File: src/design/mmcl_pkg.sv
// Constants for the memory map control latch
// Function
// - Port fc write captures eight data bits
// - Bits 1:0 pick RAM bank configuration
// - Option 0: ROM reads everywhere, writes top
// - Option 1: ROM in top 8K each 64K
// - Option 2 top 8K of 1M; 3 disables
// - Bit 4 clear forces zero parity writes
// - Bit 5 enables parity checking
package mmcl_pkg;
  localparam logic [7:0]  MEMORY_MAP_CONTROL_PORT = 8'hfc;
  localparam logic [7:0]  MEMORY_MAP_CONTROL_RST  = 8'h00;
  localparam int          BANK_LSB                = 0;
  localparam int          ROM_LSB                 = 2;
  localparam int          ZERO_PARITY_BIT         = 4;
  localparam int          KILL_PARITY_BIT         = 5;
  localparam int          ADDR_W                  = 20;
  localparam logic [19:0] ROM_TOP_BASE            = 20'hfe000;
  localparam logic [15:0] ROM_PAGE_BASE           = 16'he000;

  typedef enum logic [1:0] {
    MMCL_ROM_ALL   = 2'b00,
    MMCL_ROM_PAGE  = 2'b01,
    MMCL_ROM_TOP   = 2'b10,
    MMCL_ROM_OFF   = 2'b11
  } mmcl_rom_place_t;
endpackage

File: src/design/mmcl_rom_decode.sv
// Monitor ROM address decoder for one memory access
`timescale 1ns/10ps
module mmcl_rom_decode (
  input  wire logic                       mem_wr,
  input  wire logic [mmcl_pkg::ADDR_W-1:0] mem_addr,
  input  wire mmcl_pkg::mmcl_rom_place_t  place,
  output logic                            rom_hit
);
  import mmcl_pkg::*;

  logic top_hit;
  logic page_hit;

  assign top_hit  = (mem_addr[19:13] == ROM_TOP_BASE[19:13]);
  assign page_hit = (mem_addr[15:13] == ROM_PAGE_BASE[15:13]);

  always_comb begin
    case (place)
      // Writes behave as in top-of-megabyte placement
      MMCL_ROM_ALL:  rom_hit = mem_wr ? top_hit : 1'b1;
      MMCL_ROM_PAGE: rom_hit = page_hit;
      MMCL_ROM_TOP:  rom_hit = top_hit;
      MMCL_ROM_OFF:  rom_hit = 1'b0;
      default:       rom_hit = 1'b0;
    endcase
  end
endmodule

File: src/design/mmcl_top.sv
// Memory map control latch and derived memory controls
`timescale 1ns/10ps
module mmcl_top #(
  parameter int LATCH_W     = 8,
  parameter int PORT_ADDR_W = 8
) (
  input  wire logic                        clk,
  input  wire logic                        rstn,
  input  wire logic                        io_wr,
  input  wire logic [PORT_ADDR_W-1:0]      io_addr,
  input  wire logic [LATCH_W-1:0]          io_wdata,
  input  wire logic                        mem_req,
  input  wire logic                        mem_wr,
  input  wire logic [mmcl_pkg::ADDR_W-1:0] mem_addr,
  input  wire logic                        parity_gen,
  output logic [1:0]                       ram_bank_config,
  output logic                             rom_select,
  output logic                             parity_store,
  output logic                             parity_check_en,
  output logic [LATCH_W-1:0]               memory_map_control
);
  import mmcl_pkg::*;

  // Reset and port images at the configured widths
  localparam logic [LATCH_W-1:0]     RST_VAL  =
    LATCH_W'(MEMORY_MAP_CONTROL_RST);
  localparam logic [PORT_ADDR_W-1:0] PORT_VAL =
    PORT_ADDR_W'(MEMORY_MAP_CONTROL_PORT);

  // Bank configuration codes, one to four
  localparam logic [1:0] CFG_ONE   = 2'h0;
  localparam logic [1:0] CFG_TWO   = 2'h1;
  localparam logic [1:0] CFG_THREE = 2'h2;
  localparam logic [1:0] CFG_FOUR  = 2'h3;

  // Refuse sizes the field layout cannot serve
  if (LATCH_W < KILL_PARITY_BIT + 1) begin : g_chk_latch_w
    $error("mmcl_top: LATCH_W too narrow for the control fields");
  end

  if (PORT_ADDR_W < 8) begin : g_chk_port_w
    $error("mmcl_top: PORT_ADDR_W too narrow for the latch port");
  end

  if (ADDR_W != 20) begin : g_chk_addr_w
    $error("mmcl_top: ROM windows assume a 20-bit address");
  end

  if (BANK_LSB + 1 >= ROM_LSB ||
      ROM_LSB + 1 >= ZERO_PARITY_BIT) begin : g_chk_fields
    $error("mmcl_top: control fields overlap");
  end

  if (ZERO_PARITY_BIT >= KILL_PARITY_BIT) begin : g_chk_parity
    $error("mmcl_top: parity bits out of order");
  end

  if (ROM_PAGE_BASE[12:0] != 13'h0000) begin : g_chk_page
    $error("mmcl_top: page window must align to 8K");
  end

  if (ROM_TOP_BASE[12:0] != 13'h0000) begin : g_chk_top
    $error("mmcl_top: top window must align to 8K");
  end

  // Latch storage and its fields
  logic [LATCH_W-1:0] ctl_q;
  logic               port_match;
  logic               wr_hit;
  logic [1:0]         bank_sel;
  mmcl_rom_place_t    place;
  logic               parity_keep;
  logic               check_on;

  // Access qualifiers and decoder result
  logic               acc_rd;
  logic               acc_wr;
  logic               acc_any;
  logic               rom_hit;

  // Next values of the registered outputs
  logic [1:0]         ram_bank_config_d;
  logic               parity_check_en_d;
  logic [LATCH_W-1:0] memory_map_control_d;
  logic               rom_select_d;
  logic               parity_store_d;

  // Port decode; writes to other ports leave no trace
  assign port_match = (io_addr == PORT_VAL);
  assign wr_hit     = io_wr && port_match;

  // One flip-flop per latch bit, loaded by a matching write
  for (genvar i = 0; i < LATCH_W; i++) begin : g_latch
    always_ff @(posedge clk or negedge rstn) begin
      if (!rstn) begin
        ctl_q[i] <= RST_VAL[i];
      end else if (wr_hit) begin
        ctl_q[i] <= io_wdata[i];
      end
    end
  end

  // Field split; bits 7:6 reach only the image
  assign bank_sel    = ctl_q[BANK_LSB+1:BANK_LSB];
  assign place       = mmcl_rom_place_t'(ctl_q[ROM_LSB+1:ROM_LSB]);
  assign parity_keep = ctl_q[ZERO_PARITY_BIT];
  assign check_on    = ctl_q[KILL_PARITY_BIT];

  // Accesses count only while a request stands
  assign acc_rd  = mem_req && !mem_wr;
  assign acc_wr  = mem_req && mem_wr;
  assign acc_any = acc_rd || acc_wr;

  // Decoder splits reads from writes under option 0
  mmcl_rom_decode u_dec (
    .mem_wr   (mem_wr),
    .mem_addr (mem_addr),
    .place    (place),
    .rom_hit  (rom_hit)
  );

  // Bank configuration, spelled out per code
  always_comb begin
    case (bank_sel)
      2'h0:    ram_bank_config_d = CFG_ONE;
      2'h1:    ram_bank_config_d = CFG_TWO;
      2'h2:    ram_bank_config_d = CFG_THREE;
      2'h3:    ram_bank_config_d = CFG_FOUR;
      default: ram_bank_config_d = CFG_ONE;
    endcase
  end

  // Parity checking runs only with bit 5 set
  always_comb begin
    if (check_on) begin
      parity_check_en_d = 1'b1;
    end else begin
      parity_check_en_d = 1'b0;
    end
  end

  // Whole latch image, ignored top bits included
  always_comb begin
    memory_map_control_d = ctl_q;
  end

  // ROM select per placement; idle cycles select nothing
  always_comb begin
    rom_select_d = 1'b0;
    case (place)
      MMCL_ROM_ALL: begin
        rom_select_d = acc_any && rom_hit;
      end
      MMCL_ROM_PAGE: begin
        rom_select_d = acc_any && rom_hit;
      end
      MMCL_ROM_TOP: begin
        rom_select_d = acc_any && rom_hit;
      end
      MMCL_ROM_OFF: begin
        rom_select_d = 1'b0;
      end
      default: begin
        rom_select_d = 1'b0;
      end
    endcase
  end

  // A cleared bit 4 stores zero parity on every write
  always_comb begin
    parity_store_d = 1'b0;
    if (acc_wr && parity_keep) begin
      parity_store_d = parity_gen;
    end else if (acc_wr) begin
      parity_store_d = 1'b0;
    end
  end

  // Outputs trail the latch by one edge, so each
  // leaves straight from a flip-flop
  always_ff @(posedge clk or negedge rstn) begin
    if (!rstn) begin
      ram_bank_config <= 2'h0;
    end else begin
      ram_bank_config <= ram_bank_config_d;
    end
  end

  // Checking gate
  always_ff @(posedge clk or negedge rstn) begin
    if (!rstn) begin
      parity_check_en <= 1'b0;
    end else begin
      parity_check_en <= parity_check_en_d;
    end
  end

  // Image copied bit by bit
  for (genvar j = 0; j < LATCH_W; j++) begin : g_image
    always_ff @(posedge clk or negedge rstn) begin
      if (!rstn) begin
        memory_map_control[j] <= 1'b0;
      end else begin
        memory_map_control[j] <= memory_map_control_d[j];
      end
    end
  end

  // Access outputs hold for one cycle per request and use
  // the latch as it stood when the request was sampled
  always_ff @(posedge clk or negedge rstn) begin
    if (!rstn) begin
      rom_select <= 1'b0;
    end else begin
      rom_select <= rom_select_d;
    end
  end

  // Parity bit for the write sampled at this edge
  always_ff @(posedge clk or negedge rstn) begin
    if (!rstn) begin
      parity_store <= 1'b0;
    end else begin
      parity_store <= parity_store_d;
    end
  end
endmodule

File: config.mk
export PLATFORM = sky130hd
export DESIGN_NAME = mmcl_top
export DESIGN_NICKNAME = d
export VERILOG_FILES = /design/src/design/mmcl_pkg.sv /design/src/design/mmcl_rom_decode.sv /design/src/design/mmcl_top.sv
export SDC_FILE = /design/constraint.sdc
export NUM_CORES = 1
export LEC_CHECK = 0
export BUFFER_PORTS_ARGS = -buffer_cell sky130_fd_sc_hd__buf_2
export CORE_AREA = 2 2 45 47
export CTS_CLUSTER_SIZE = 10
export DETAILED_ROUTE_END_ITERATION = 8
export DIE_AREA = 0 0 47 49
export MAX_ROUTING_LAYER = met4
export PLACE_DENSITY = 0.78
export SYNTH_ARGS = -nofsm -noshare
export SYNTH_HDL_FRONTEND = slang
export SYNTH_SLANG_ARGS = --single-unit
File: constraint.sdc
create_clock -name clk -period 1.8 [get_ports clk]
set_input_delay 0.45 -clock clk [delete_from_list [all_inputs] [get_ports clk]]
set_output_delay 0.45 -clock clk [all_outputs]
set_load 0.02 [all_outputs]
Word level (Yosys, flattened, before mapping)
Cells that the tools add are included.
W data, S select, Z words.
{ "word_totals": {"ff_bits": 21, "latchBits": 0, "mem_bits_rw": 0, "romBits": 0, "input_bits": 42, "output_inout_bits": 13, "memories": 0} }
{ "classes": {"n_addsub": 0, "n_mul": 0, "n_div": 0, "order_cmp": 0, "eq_ne": 9, "shift": 0, "mux": 6, "bitwise": 0, "reduce_logical": 10} }
{ "ops": {"columns": ["operator", "count"], "rows": [
  ["$eq A2 B2 Y1 const B", 4],
  ["$eq A8 B8 Y1 const B", 1],
  ["$pmux W2 S4", 1],
  ["$eq A7 B7 Y1 const B", 1],
  ["$logic_and A1 B1 Y1", 5],
  ["$eq A2 B1 Y1 const B", 2],
  ["$logic_not A2 Y1", 2],
  ["$pmux W1 S4", 1],
  ["$eq A3 B3 Y1 const B", 1],
  ["$mux W1", 3],
  ["$reduce_or A3 Y1", 1],
  ["$pmux W1 S2", 1],
  ["$logic_not A1 Y1", 1],
  ["$logic_or A1 B1 Y1", 1]
]} }

Depth between registers and ports, before layout
Gate-level depths: netlist (run 1).
{ "depth": {"word_depth": 5, "mapped_depth": 3, "mapped_depth_nobuf": 3} }

By module
A second synthesis (run 1) with hierarchy kept.
{ "hier_totals": {"hier_cells": 43, "area_unflattened_um2": 710.7} }
{ "modules_own_cells": {"columns": ["mod", "instances", "cells_each", "area_each_um2"], "rows": [
  ["mmcl_top", 1, 38, 660.6],
  ["mmcl_rom_decode", 1, 5, 50.0]
]} }

Least setup slack after synthesis (run 1)
No wires, ideal clock.
{ "synth_timing": {"path_type": "input -> register", "startpoint": "in io_addr[7]", "endpoint": "reg ctl_q[0], in the netlist bank_sel[0]", "setup_ns": 0.125, "arrival_time_ns": 1.378, "t_required_ns": 1.675, "path_slack_ns": 0.297, "cell_stages": 3, "cell_sequence": "nand4_1 > nor4_4 > mux2_2"} }
{ "synth_via": {"elab_chain_len": 2} }
{ "synth_rtl": {"columns": ["item", "line_no", "text"], "rows": [
  ["start: declaration", "mmcl_top.sv:10", "input wire logic [PORT_ADDR_W-1:0] io_addr,"],
  ["$eq A8 B8 Y1", "mmcl_top.sv:89", "assign port_match = (io_addr == PORT_VAL);"],
  ["$logic_and A1 B1 Y1", "mmcl_top.sv:90", "assign wr_hit = io_wr && port_match;"],
  ["end signal: indexed assignment", "mmcl_top.sv:96", "ctl_q[i] <= RST_VAL[i];"],
  ["end signal: indexed assignment", "mmcl_top.sv:98", "ctl_q[i] <= io_wdata[i];"],
  ["end: declaration", "mmcl_top.sv:67", "logic [LATCH_W-1:0] ctl_q;"]
]} }
Every way passes these cells.
A chain may end at the register's enable or synchronous reset.

Final worst setup path (run 1)
{ "layout_timing": {"startpoint": "reg memory_map_control[6]", "endpoint": "out memory_map_control[6]"} }
{ "layout_lines": {"columns": ["item", "line_no", "text"], "rows": [
  ["start: declaration", "mmcl_top.sv:20", "output logic [LATCH_W-1:0] memory_map_control"],
  ["start signal: indexed assignment", "mmcl_top.sv:204", "memory_map_control[j] <= memory_map_control_d[j];"]
]} }
No word-level cell between the ends.

==> summary.md, run 1 <==
| Metric | Value |
|---|---|
| Met2 usage | 0.1781 |
| Top delay family on crit path | flip-flops |
| Placed cell count | roughly 110 |
| Worst-path cell chain | buf_2 |
| Slew Limit Fails | 0 |
| Met1 usage | 0.1232 |
| Count of clock tree sinks | 20 |
| Total wire length | approximately 1200 um |
| Drt pass-1 iters | 3 |
| Gr busiest metal | met2 |
| Max IR drop VDD | between 0.0002 and 0.0003 V |
| Root cell of the clock tree | clkbuf_4 |
| Total track usage | 0.1106 |
| Unique cell type count in the Yosys netlist | 13 |
| Async S/R FF share, synth | 1.000 |
| Syn_nets | 84 |
| Critical Path End Type | output port |
| Clk_lat worst skew | around 280 ps |
| WL/cell | between 10 and 15 um |
| Slowest library cell on the worst path | dfrtp_1 |
| Cts bufs inserted | 3 |
| Post-Syn Area | about 700 um^2 |
| Gate Count Post-Synth | 42 |
| Ratio of final minimum period to clock period | 0.7092 |
| Synth top area share | 0.7260 |
| Post-route ant nets | 0 |
| Clock period minus worst slack | ~1300 ps |
| Vias per cell | between 4 and 5 |
| Max-cap violations | 0 |
| Slowest Stage Delay on Critical Path | around 390 ps |
| Crit path DAT | between 800 and 900 ps |
| Syn-to-layout area delta | 36.84% |
| PwrDens | 801.7 nW/um^2 |
| CP max FO | 1 |
| Tot Pwr | approximately 0.76 mW |
| Slew @ Worst Pin | 410.8 ps |
| Number of synthesized flops with an enable pin | 0 |
| Clk_skew | roughly 4.1 ps |
| Site row count | 16 |
| Hold WC Path Type | in2async |
| Core area | between 1500 and 2000 um^2 |
| GRT overflow | 0 |
| Leakage power | 0.5364 nW |
| Global-route wire length before repair | about 1800 um |
| Layout cells sized above 1 | 0.6429 |
| Final hold slack | slightly above 80 ps |
| YS warnings | 0 |
| CTS Buffer Depth | 2 |
| Biggest area consumer among synthesized cells | dfrtp_1 |
| Largest net degree at the start of global routing | 21 |
| Outcome | finished, final reports clean |
| WP data required | roughly 1400 ps |
| Most frequent cell after synthesis | dfrtp_1 |
| Drt drc | 0 |
| CP Depth | 1 |
| Detailed Route Iter0 Violations | 2 |
| Layout Cells excl Fill | ~110 |
| Fin nets | around 130 |
| Hold-fix buffer count after cts | 0 |
| Fmax | about 0.78 GHz |
| Fin util | 0.5122 |
| CP Class | reg2out |
| Setup Buffers After CTS | 0 |
| CTS tree | done |
| Seq/Total Area, Yosys | 0.7260 |
| Final HPWL DP | a little under 1000 um |
| Post-synth top cells | dfrtp_1 (20), mux2_2 (8), clkbuf_1 (2), nand4_1 (2), nor3_1 (2) |
| Die area | 2303 um^2 |
| Initial Utilization | 0.3743 |
| Unrepaired setup endpoints after global routing | no |
| CTS resizes | 0 |
| Startpoint Class | flop |
| Hold Violations, Final | 0 |
| Die width | 47 um |
| Final number of setup-violating endpoints | 0 |
| Die Y | roughly 49 um |
| CP bufs+invs | 1 |
| Placer Congestion | around 0.72 |
| Main flop type after synthesis | dfrtp_1 |
| Setup_tns | 0 ps |
| Reg2Reg Depth | 2 |
| Vias in the first global route | between 400 and 500 |
| ANT cells | 0 |
| Clock transition at the registers of the reported paths | 100 ps |
| Largest cells by area after synthesis | dfrtp_1 (73%), mux2_2 (13%), nor4_4 (3.1%) |
| CTS HTree Levels | 1 |
| IO buf count | slightly above 40 |
| Met3 Usage GRT | 0.01481 |
| Syn Area/Cell | ~16 um^2 |
| #FFs+latches synth | 20 |
| Initial antenna violation count | 0 |
| Worst rel slew slack | 0.7262 |
| Total number of vias | about 490 |
| Ports | 55 |
==> power breakdown <==
| group | internal, mW | leakage, nW | switching, mW |
|---|---|---|---|
| clock network | 0.0776 | 0.0138 | 0.118 |
| logic | 0.0399 | 0.248 | 0.0430 |
| registers | 0.469 | 0.275 | 0.00872 |
| total | 0.587 | 0.536 | 0.170 |
==> worst paths after layout <==
| check | end | startpoint | slack, ps |
|---|---|---|---|
| min in group clk | memory_map_control[6] | ctl_q[6] | 380 |
| worst max register to register | rom_select | ctl_q[2] | 840 |
| worst min register to register | memory_map_control[6] | ctl_q[6] | 380 |
| worst max-delay path | memory_map_control[6] | memory_map_control[6] | 520 |
| max in group asynchronous | rom_select | rstn | 1430 |
| worst min-delay path | ram_bank_config[1] | rstn | 80 |
==> metal layers <==
metal  up-vias  routed length (um)
met3         2                  74
met5         -                   0
li1        232                   -
met2        20                 602
met1       237                 469
met4         0                  10
==> cell families after synthesis <==
kind of cell	after synthesis	synth area share
AO/OA/AOI/OAI	1	0.01271
buffers and inverters	3	0.02179
flip-flops	20	0.7260
multiplexers	8	0.1307
AND/OR/NAND/NOR	10	0.1089
==> state kept, by name (all words and copies together), names as in the netlist <==
register,cells
memory_map_control,8
ctl_q,4
bank_sel,2
ram_bank_config,2
check_on,1
parity_keep,1
parity_store,1
rom_select,1
==> area by class of cell <==
cell class	instances	area, um^2
sequential	20	500.5
clock buffer	3	22.52
tap	27	33.78
multi-input combinational	19	173.9
fill	187	898.4
timing repair buffer	42	212.7
==> through the flow <==
step / instance area, um^2 / setup slack [ps]
floorplan: 689.4 / 296.8
detailed placement: 920.9 / 233.0
global route: 943.4 / 479.0
CTS: 943.4 / 511.8
finish: 943.4 / 523.5
global placement: 920.9 / 254.2
==> cells in the final DEF (no fill, tap or decap), drive strengths merged <==
cell    synthesis  layout
and4            1       1
buf             1      42
clkbuf          2       3
dfrtp          20      20
mux2            8       8
nand2           1       1
nand2b          1       1
nand3           1       1
nand4           2       2
nor3            2       2
nor3b           1       1
nor4            1       1
o31a            1       1
(Power assumes the default switching activity.)
==> run 2: changes to the inputs <==
- CORE_AREA: 2 2 45 47 -> 2 2 49 51
- DIE_AREA: 0 0 47 49 -> 0 0 51 53
- PLACE_DENSITY: 0.78 -> 0.7
- clock period: 1.8 -> 1.1 ns (I/O delays scaled with it)
==> run 2 against run 1 <==
Against the previous run:
- the flow now finishes with violations (negative setup slack)
- final area grew 10%
- combinational power grew 93%
- clock skew shrank 3.2 ps
==> summary.md, run 2 (synthesized netlist as in run 1, its figures left out) <==
| Metric | Value |
|---|---|
| Syn-to-layout area delta | 51.00% (was 36.84%) |
| IO buf count | 41 (unchanged) |
| Placer Congestion | 0.6832 (was 0.7191) |
| Hold Violations, Final | 0 (unchanged) |
| Unrepaired setup endpoints after global routing | yes (was no) |
| Outcome | finished, violations left (was finished, final reports clean) |
| Global-route wire length before repair | 1973 um (was 1773 um) |
| Share of power burned in combinational logic | 0.119 (was 0.110) |
| Count of clock tree sinks | 20 (unchanged) |
| Worst rel slew slack | 0.7197 (was 0.7262) |
| Critical Path End Type | output port (unchanged) |
| Total number of vias | 512 (was 491) |
| Initial Utilization | 0.3209 (was 0.3743) |
| Sw Pwr | 0.2895 mW (was 0.1697 mW) |
| Reg with most FFs | memory_map_control (unchanged) |
| WL/cell | 11.13 um (was 10.41 um) |
| CTS Buffer Depth | 2 (unchanged) |
| Part of the power in the clock network | 0.297 (was 0.259) |
| Slew @ Worst Pin | 420.4 ps (was 410.8 ps) |
| Die width | 51 um (was 47 um) |
| Cts bufs inserted | 3 (unchanged) |
| Clock period minus worst slack | between 1000 and 1500 ps |
| Root cell of the clock tree | clkbuf_4 (unchanged) |
| Worst-path cell chain | buf_2 (unchanged) |
| Final number of setup-violating endpoints | 2 (was 0) |
| Layout Cells excl Fill | 114 (was 111) |
| Hold WC Path Type | in2reg (was in2async) |
| Share of power burned in registers | 0.584 (was 0.632) |
| Clock transition at the registers of the reported paths | 100 ps (about the same) |
| Slowest Stage Delay on Critical Path | 400 ps (was 390 ps) |
| Placed cell count | 109 (was 108) |
| Reg2Reg Depth | 2 (unchanged) |
| Slew Limit Fails | 0 (unchanged) |
| Max IR drop VDD | 0.0004772 V (was 0.0002703 V) |
| Crit path DAT | 850 ps (was 830 ps) |
| Switching share of power | 0.2149 (was 0.2244) |
| Max-cap violations | 0 (unchanged) |
| Max reg flops | 8 (unchanged) |
| Die Y | 53 um (was 49 um) |
| Failing checks | negative setup slack |
| Reg2Reg Setup Slack | 150 ps (was 840 ps) |
| Die area | 2703 um^2 (was 2303 um^2) |
| Largest net degree at the start of global routing | 21 (unchanged) |
| Ports | 55 (unchanged) |
| Top delay family on crit path | flip-flops (unchanged) |
| Most frequent cells in the layout | buf_2 (30), dfrtp_1 (20), buf_6 (12) (was buf_2 (41), dfrtp_1 (20), mux2_2 (8)) |
| Hold Crit Start | io_wdata[1] |
| Int Pwr | 1.058 mW (was 0.5866 mW) |
| Drt pass-1 iters | 5 (was 3) |
| Worst reg2reg startpoint | ctl_q[2] (unchanged) |
| Leakage power | 0.5566 nW (was 0.5364 nW) |
| Vias in the first global route | 476 (was 442) |
| Site row count | 17 (was 16) |
| CP bufs+invs | 1 (unchanged) |
| Worst Hold Endpoint | bank_sel[1] |
| CTS HTree Levels | 1 (unchanged) |
| Startpoint Class | flop (unchanged) |
| Fmax | 0.8885 GHz |
| Slowest library cell on the worst path | dfrtp_1 (unchanged) |
| Final hold slack | 213.7 ps (was 80.40 ps) |
| Fillers | 198 (was 187) |
| Tot Pwr | 1.347 mW (was 0.7563 mW) |
| Worst hold stages | 2 |
| Clk_lat worst skew | 280 ps (about the same) |
| Drt drc | 0 (unchanged) |
| Fin worst setup slack | -25.46 ps (was 523.5 ps) |
| WP data required | 820 ps (was 1350 ps) |
| Biggest regs | memory_map_control x8, ctl_q x4 (unchanged) |
| Initial antenna violation count | 0 (unchanged) |
| GRT overflow | 0 (unchanged) |
| CP Class | reg2out (unchanged) |
| Ratio of final minimum period to clock period | 1.023 |
| Most common cell after layout, fill and taps aside | buf_2 (unchanged) |
| CTS tree | done (unchanged) |
| Post-route ant nets | 0 (unchanged) |
| Total track usage | 0.1014 (was 0.1106) |
| Fin nets | 129 (was 128) |
| Layout cells sized above 1 | 0.6395 (was 0.6429) |
| Setup Buffers After CTS | 0 (unchanged) |
| Total wire length | 1269 um (was 1156 um) |
| Core area | 2148 um^2 (was 1842 um^2) |
| Detailed Route Iter0 Violations | 4 (was 2) |
| Reg-to-reg critical path endpoint | rom_select (unchanged) |
| CP max FO | 2 (was 1) |
| PwrDens | 1294 nW/um^2 (was 801.7 nW/um^2) |
| Vias per cell | 4.491 (was 4.423) |
| Clk_skew | 0.8569 ps (was 4.057 ps) |
| ANT cells | 0 (unchanged) |
## run 2: changes by cell type in the layout (fill, tap and decap cells not counted)
cell,change
buf_4,-1
buf_2,-11
buf_6,+12
dlygate4sd3_1,+1
clkbuf_8,+1
## run 2: how the worst max path moves through the flow
| stage | end | cells past startpoint | from | slack (ps) |
|---|---|---|---|---|
| after floorplan | bank_sel[0] | 3 | io_addr[7] | -230 |
| after global placement | bank_sel[1] | 5 | io_addr[7] | -270 |
| after detailed placement | bank_sel[0] | 5 | io_addr[5] | -310 |
| after CTS | memory_map_control[5] | 1 | memory_map_control[5] | -30 |
| after global routing | parity_check_en | 1 | memory_map_control[5] | -80 |
| final | parity_check_en | 1 | memory_map_control[5] | -30 |
## run 2: power groups by stage
stage / Combinational, mW / Clock, mW / Sequential (mW)
2_1_floorplan: 0.0312 / 0 / 0.820
3_3_place_gp: 0.135 / 0 / 0.795
3_5_place_dp: 0.138 / 0 / 0.797
5_1_grt: 0.175 / 0.460 / 0.791
6_report: 0.160 / 0.400 / 0.786
4_1_cts: 0.154 / 0.420 / 0.785
## run 2: final cells by class
class                   count  area (um^2)  share of cell area
clock buffers               4        36.28             0.03486
well taps                  28        35.03             0.03365
repair buffers             43        295.3              0.2837
multi-input cells          19        173.9              0.1671
flip-flops and latches     20        500.5              0.4808
## run 2: stage by stage
stage | TNS (ps) | setup slack, ps | cell area, um^2 | utilization
floorplan | -1825 | -228.2 | 689.4 | -
global placement | -2169 | -273.1 | 922.1 | 0.4292
detailed placement | -2452 | -311.6 | 922.1 | 0.4292
CTS | -58.71 | -28.68 | 1006 | 0.4683
global route | -398.2 | -82.35 | 1041 | 0.4846
finish | -48.08 | -25.46 | 1041 | 0.4846
## run 2: routing by layer
metal / vias up / GRT usage / routed length, um
met4: 0 / 0.04054 / 0
met5: - / - / 0
li1: 238 / - / -
met1: 248 / 0.1199 / 452
met3: 0 / 0.03107 / 103
met2: 26 / 0.1623 / 713
## run 2: what timing repair did
action | 4_1_cts | 5_1_grt
endpoints found under the hold margin | 20 | 0
setup endpoints to repair | 8 | 20
hold buffers | 1 | 0
resized for setup | 12 | 11
==> run 3: changes to the inputs <==
- ABC_AREA: not set -> 1
- CORE_AREA: 2 2 49 51 -> 2 2 51 53
- DIE_AREA: 0 0 51 53 -> 0 0 53 55
==> run 3 against run 2 <==
Against the previous run:
- cell count increased by 25%
- the run still ends with negative setup slack left
- largest cell class unchanged
- maximum frequency rose by 1.7%
- critical path type unchanged
- first-iteration DRC count up 75%
==> summary.md, run 3 <==
| Metric | Value |
|---|---|
| Vias per cell | 4.350 (was 4.491) |
| Drt drc | 0 (unchanged) |
| Clock period minus worst slack | 1106 ps (was 1125 ps) |
| Worst rel slew slack | 0.7225 (was 0.7197) |
| Part of the power in the clock network | 0.371 (was 0.297) |
| Reg2Reg Depth | 5 (was 2) |
| WP data required | 820 ps (about the same) |
| Most common cell after layout, fill and taps aside | buf_2 (unchanged) |
| Fmax | 0.9038 GHz (was 0.8885 GHz) |
| Slowest library cell on the worst path | dfrtp_1 (unchanged) |
| Syn_nets | 112 (was 84) |
| ANT cells | 0 (unchanged) |
| WL/cell | 10.02 um (was 11.13 um) |
| Hold Violations, Final | 0 (unchanged) |
| Core area | 2365 um^2 (was 2148 um^2) |
| Placer Congestion | 0.6414 (was 0.6832) |
| Post-Syn Area | 782.0 um^2 (was 689.4 um^2) |
| Crit path DAT | 830 ps (was 850 ps) |
| Reg-to-reg critical path endpoint | rom_select (unchanged) |
| Max reg flops | 8 (unchanged) |
| Seq/Total Area, Yosys | 0.6400 (was 0.7260) |
| Final hold slack | 187.1 ps (was 213.7 ps) |
| CP max FO | 2 (unchanged) |
| Drt pass-1 iters | 4 (was 5) |
| Total number of vias | 622 (was 512) |
| Max IR drop VDD | 0.0007814 V (was 0.0004772 V) |
| Async S/R FF share, synth | 1.000 (unchanged) |
| Switching share of power | 0.2134 (was 0.2149) |
| Slew Limit Fails | 0 (unchanged) |
| Syn Area/Cell | 11.17 um^2 (was 16.41 um^2) |
| Total track usage | 0.1102 (was 0.1014) |
| Most frequent cell after synthesis | nand2_1 (was dfrtp_1) |
| Failing checks | negative setup slack (unchanged) |
| Initial Utilization | 0.3307 (was 0.3209) |
| Global-route wire length before repair | 2256 um (was 1973 um) |
| Total wire length | 1433 um (was 1269 um) |
| Layout Cells excl Fill | 143 (was 114) |
| Hold Crit Start | parity_gen (was io_wdata[1]) |
| Share of power burned in combinational logic | 0.127 (was 0.119) |
| Root cell of the clock tree | clkbuf_4 (unchanged) |
| Outcome | finished, violations left (unchanged) |
| Post-route ant nets | 0 (unchanged) |
| CP Class | reg2out (unchanged) |
| Layout cells sized above 1 | 0.4602 (was 0.6395) |
| Hold WC Path Type | in2reg (unchanged) |
| Placed cell count | 138 (was 109) |
| Largest cells by area after synthesis | dfrtp_1 (64%), nand2_1 (11%), nand4_1 (6.4%) (was dfrtp_1 (73%), mux2_2 (13%), nor4_4 (3.1%)) |
| Die Y | 55 um (was 53 um) |
| Most frequent cells in the layout | buf_2 (30), nand2_1 (22), dfrtp_1 (20) (was buf_2 (30), dfrtp_1 (20), buf_6 (12)) |
| Top delay family on crit path | flip-flops (unchanged) |
| Main flop type after synthesis | dfrtp_1 (unchanged) |
| Slew @ Worst Pin | 416.3 ps (was 420.4 ps) |
| Startpoint Class | flop (unchanged) |
| Clk_skew | 1.119 ps (was 0.8569 ps) |
| Ratio of final minimum period to clock period | 1.006 (was 1.023) |
| Unrepaired setup endpoints after global routing | yes (unchanged) |
| Critical Path End Type | output port (unchanged) |
| PwrDens | 1369 nW/um^2 (was 1294 nW/um^2) |
| CTS HTree Levels | 1 (unchanged) |
| Unique cell type count in the Yosys netlist | 14 (was 13) |
| Clock transition at the registers of the reported paths | 110 ps (was 100 ps) |
| Slowest Stage Delay on Critical Path | 390 ps (was 400 ps) |
| Sw Pwr | 0.3333 mW (was 0.2895 mW) |
| CP bufs+invs | 1 (unchanged) |
| Share of power burned in registers | 0.503 (was 0.584) |
| Fillers | 233 (was 198) |
| Fin worst setup slack | -6.429 ps (was -25.46 ps) |
| Site row count | 18 (was 17) |
| Clk_lat worst skew | 290 ps (was 280 ps) |
| Count of clock tree sinks | 20 (unchanged) |
| Cts bufs inserted | 3 (unchanged) |
| Detailed Route Iter0 Violations | 7 (was 4) |
| Biggest area consumer among synthesized cells | dfrtp_1 (unchanged) |
| Int Pwr | 1.228 mW (was 1.058 mW) |
| Synth top area share | 0.6400 (was 0.7260) |
| Worst-path cell chain | buf_2 (unchanged) |
| Reg2Reg Setup Slack | 250 ps (was 150 ps) |
| CTS tree | done (unchanged) |
| Worst reg2reg startpoint | ctl_q[3] (was ctl_q[2]) |
| Reg with most FFs | memory_map_control (unchanged) |
| Number of synthesized flops with an enable pin | 0 (unchanged) |
| Final HPWL DP | approximately 1100 um |
| Worst Hold Endpoint | parity_store (was bank_sel[1]) |
| Place WS | 92.53 ps (was -311.6 ps) |
| #FFs+latches synth | 20 (unchanged) |
| IO buf count | 41 (unchanged) |
| Vias in the first global route | 561 (was 476) |
| Die area | 2915 um^2 (was 2703 um^2) |
| Biggest regs | memory_map_control x8, ctl_q x4 (unchanged) |
| Max-cap violations | 0 (unchanged) |
| Largest net degree at the start of global routing | 21 (unchanged) |
| CTS Buffer Depth | 2 (unchanged) |
| Worst hold stages | 3 (was 2) |
| Die width | 53 um (was 51 um) |
| Final number of setup-violating endpoints | 2 (unchanged) |
| Syn-to-layout area delta | 45.92% (was 51.00%) |
| YS warnings | 0 (unchanged) |
| Gate Count Post-Synth | 70 (was 42) |
| Fin nets | 156 (was 129) |
| Initial antenna violation count | 0 (unchanged) |
| Leakage power | 0.6464 nW (was 0.5566 nW) |
| Post-synth top cells | nand2_1 (22), dfrtp_1 (20), nand4_1 (8) (was dfrtp_1 (20), mux2_2 (8), clkbuf_1 (2), nand4_1 (2), nor3_1 (2)) |
| GRT overflow | 0 (unchanged) |
| Ports | 55 (unchanged) |
| Setup Buffers After CTS | 0 (unchanged) |
-- run 3: power groups by stage --
stage / registers [mW] / logic [mW] / clock network [mW]
finish: 0.785 / 0.198 / 0.579
global route: 0.790 / 0.219 / 0.623
CTS: 0.782 / 0.186 / 0.595
detailed placement: 0.795 / 0.176 / 0
global placement: 0.795 / 0.170 / 0
floorplan: 0.820 / 0.0598 / 0
-- run 3: cell type report --
| class | count | area [um^2] | area share |
|---|---|---|---|
| clock buffers | 3 | 22.52 | 0.01974 |
| clock inverters | 1 | 30.03 | 0.02632 |
| inverters | 2 | 7.507 | 0.006579 |
| multi-input cells | 45 | 259.0 | 0.2270 |
| flip-flops and latches | 20 | 500.5 | 0.4386 |
| well taps | 30 | 37.54 | 0.03289 |
| repair buffers | 42 | 284.0 | 0.2489 |
-- run 3: cells by family after synthesis --
logic type / synth area share
buffers and inverters: 0.02881
AOI/OAI and AO/OA: 0.006394
and+or+nand+nor: 0.3248
DFF: 0.6400
-- run 3: worst max-delay path by stage --
stage | endpoint | depth (start not counted) | start | slack (ps)
after CTS | parity_check_en | 1 | memory_map_control[5] | -20
final | parity_check_en | 1 | memory_map_control[5] | -6
after global routing | parity_check_en | 1 | memory_map_control[5] | -50
after detailed placement | ctl_q[2] | 6 | io_addr[5] | 90
after floorplan | memory_map_control[5] | 1 | memory_map_control[5] | 210
after global placement | parity_keep | 5 | io_addr[1] | 120
-- run 3: repair_timing --
action | CTS | global route
hold endpoints to repair | 20 | 0
hold buffers | 1 | 0
resized for setup | 6 | 16
pin swaps | 0 | 0
setup endpoints to repair | 5 | 13
gates cloned | 0 | 0
-- run 3: metrics by stage --
stage               power, mW  setup TNS, ps  instance area (um^2)    util
global route            1.631         -273.4                  1141  0.4825
global placement       0.9656              0                  1010  0.4270
CTS                     1.563         -39.29                  1091  0.4614
finish                  1.562         -11.84                  1141  0.4825
detailed placement     0.9718              0                  1010  0.4270
floorplan              0.8796              0                 782.0       -
-- run 3: layer usage --
| metal | share of wire | GRT usage | wire, um |
|---|---|---|---|
| met3 | 0.066 | 0.01613 | 94 |
| met5 | 0 | - | 0 |
| met4 | 0.013 | 0.05128 | 19 |
| met1 | 0.39 | 0.1304 | 560 |
| met2 | 0.53 | 0.1875 | 758 |
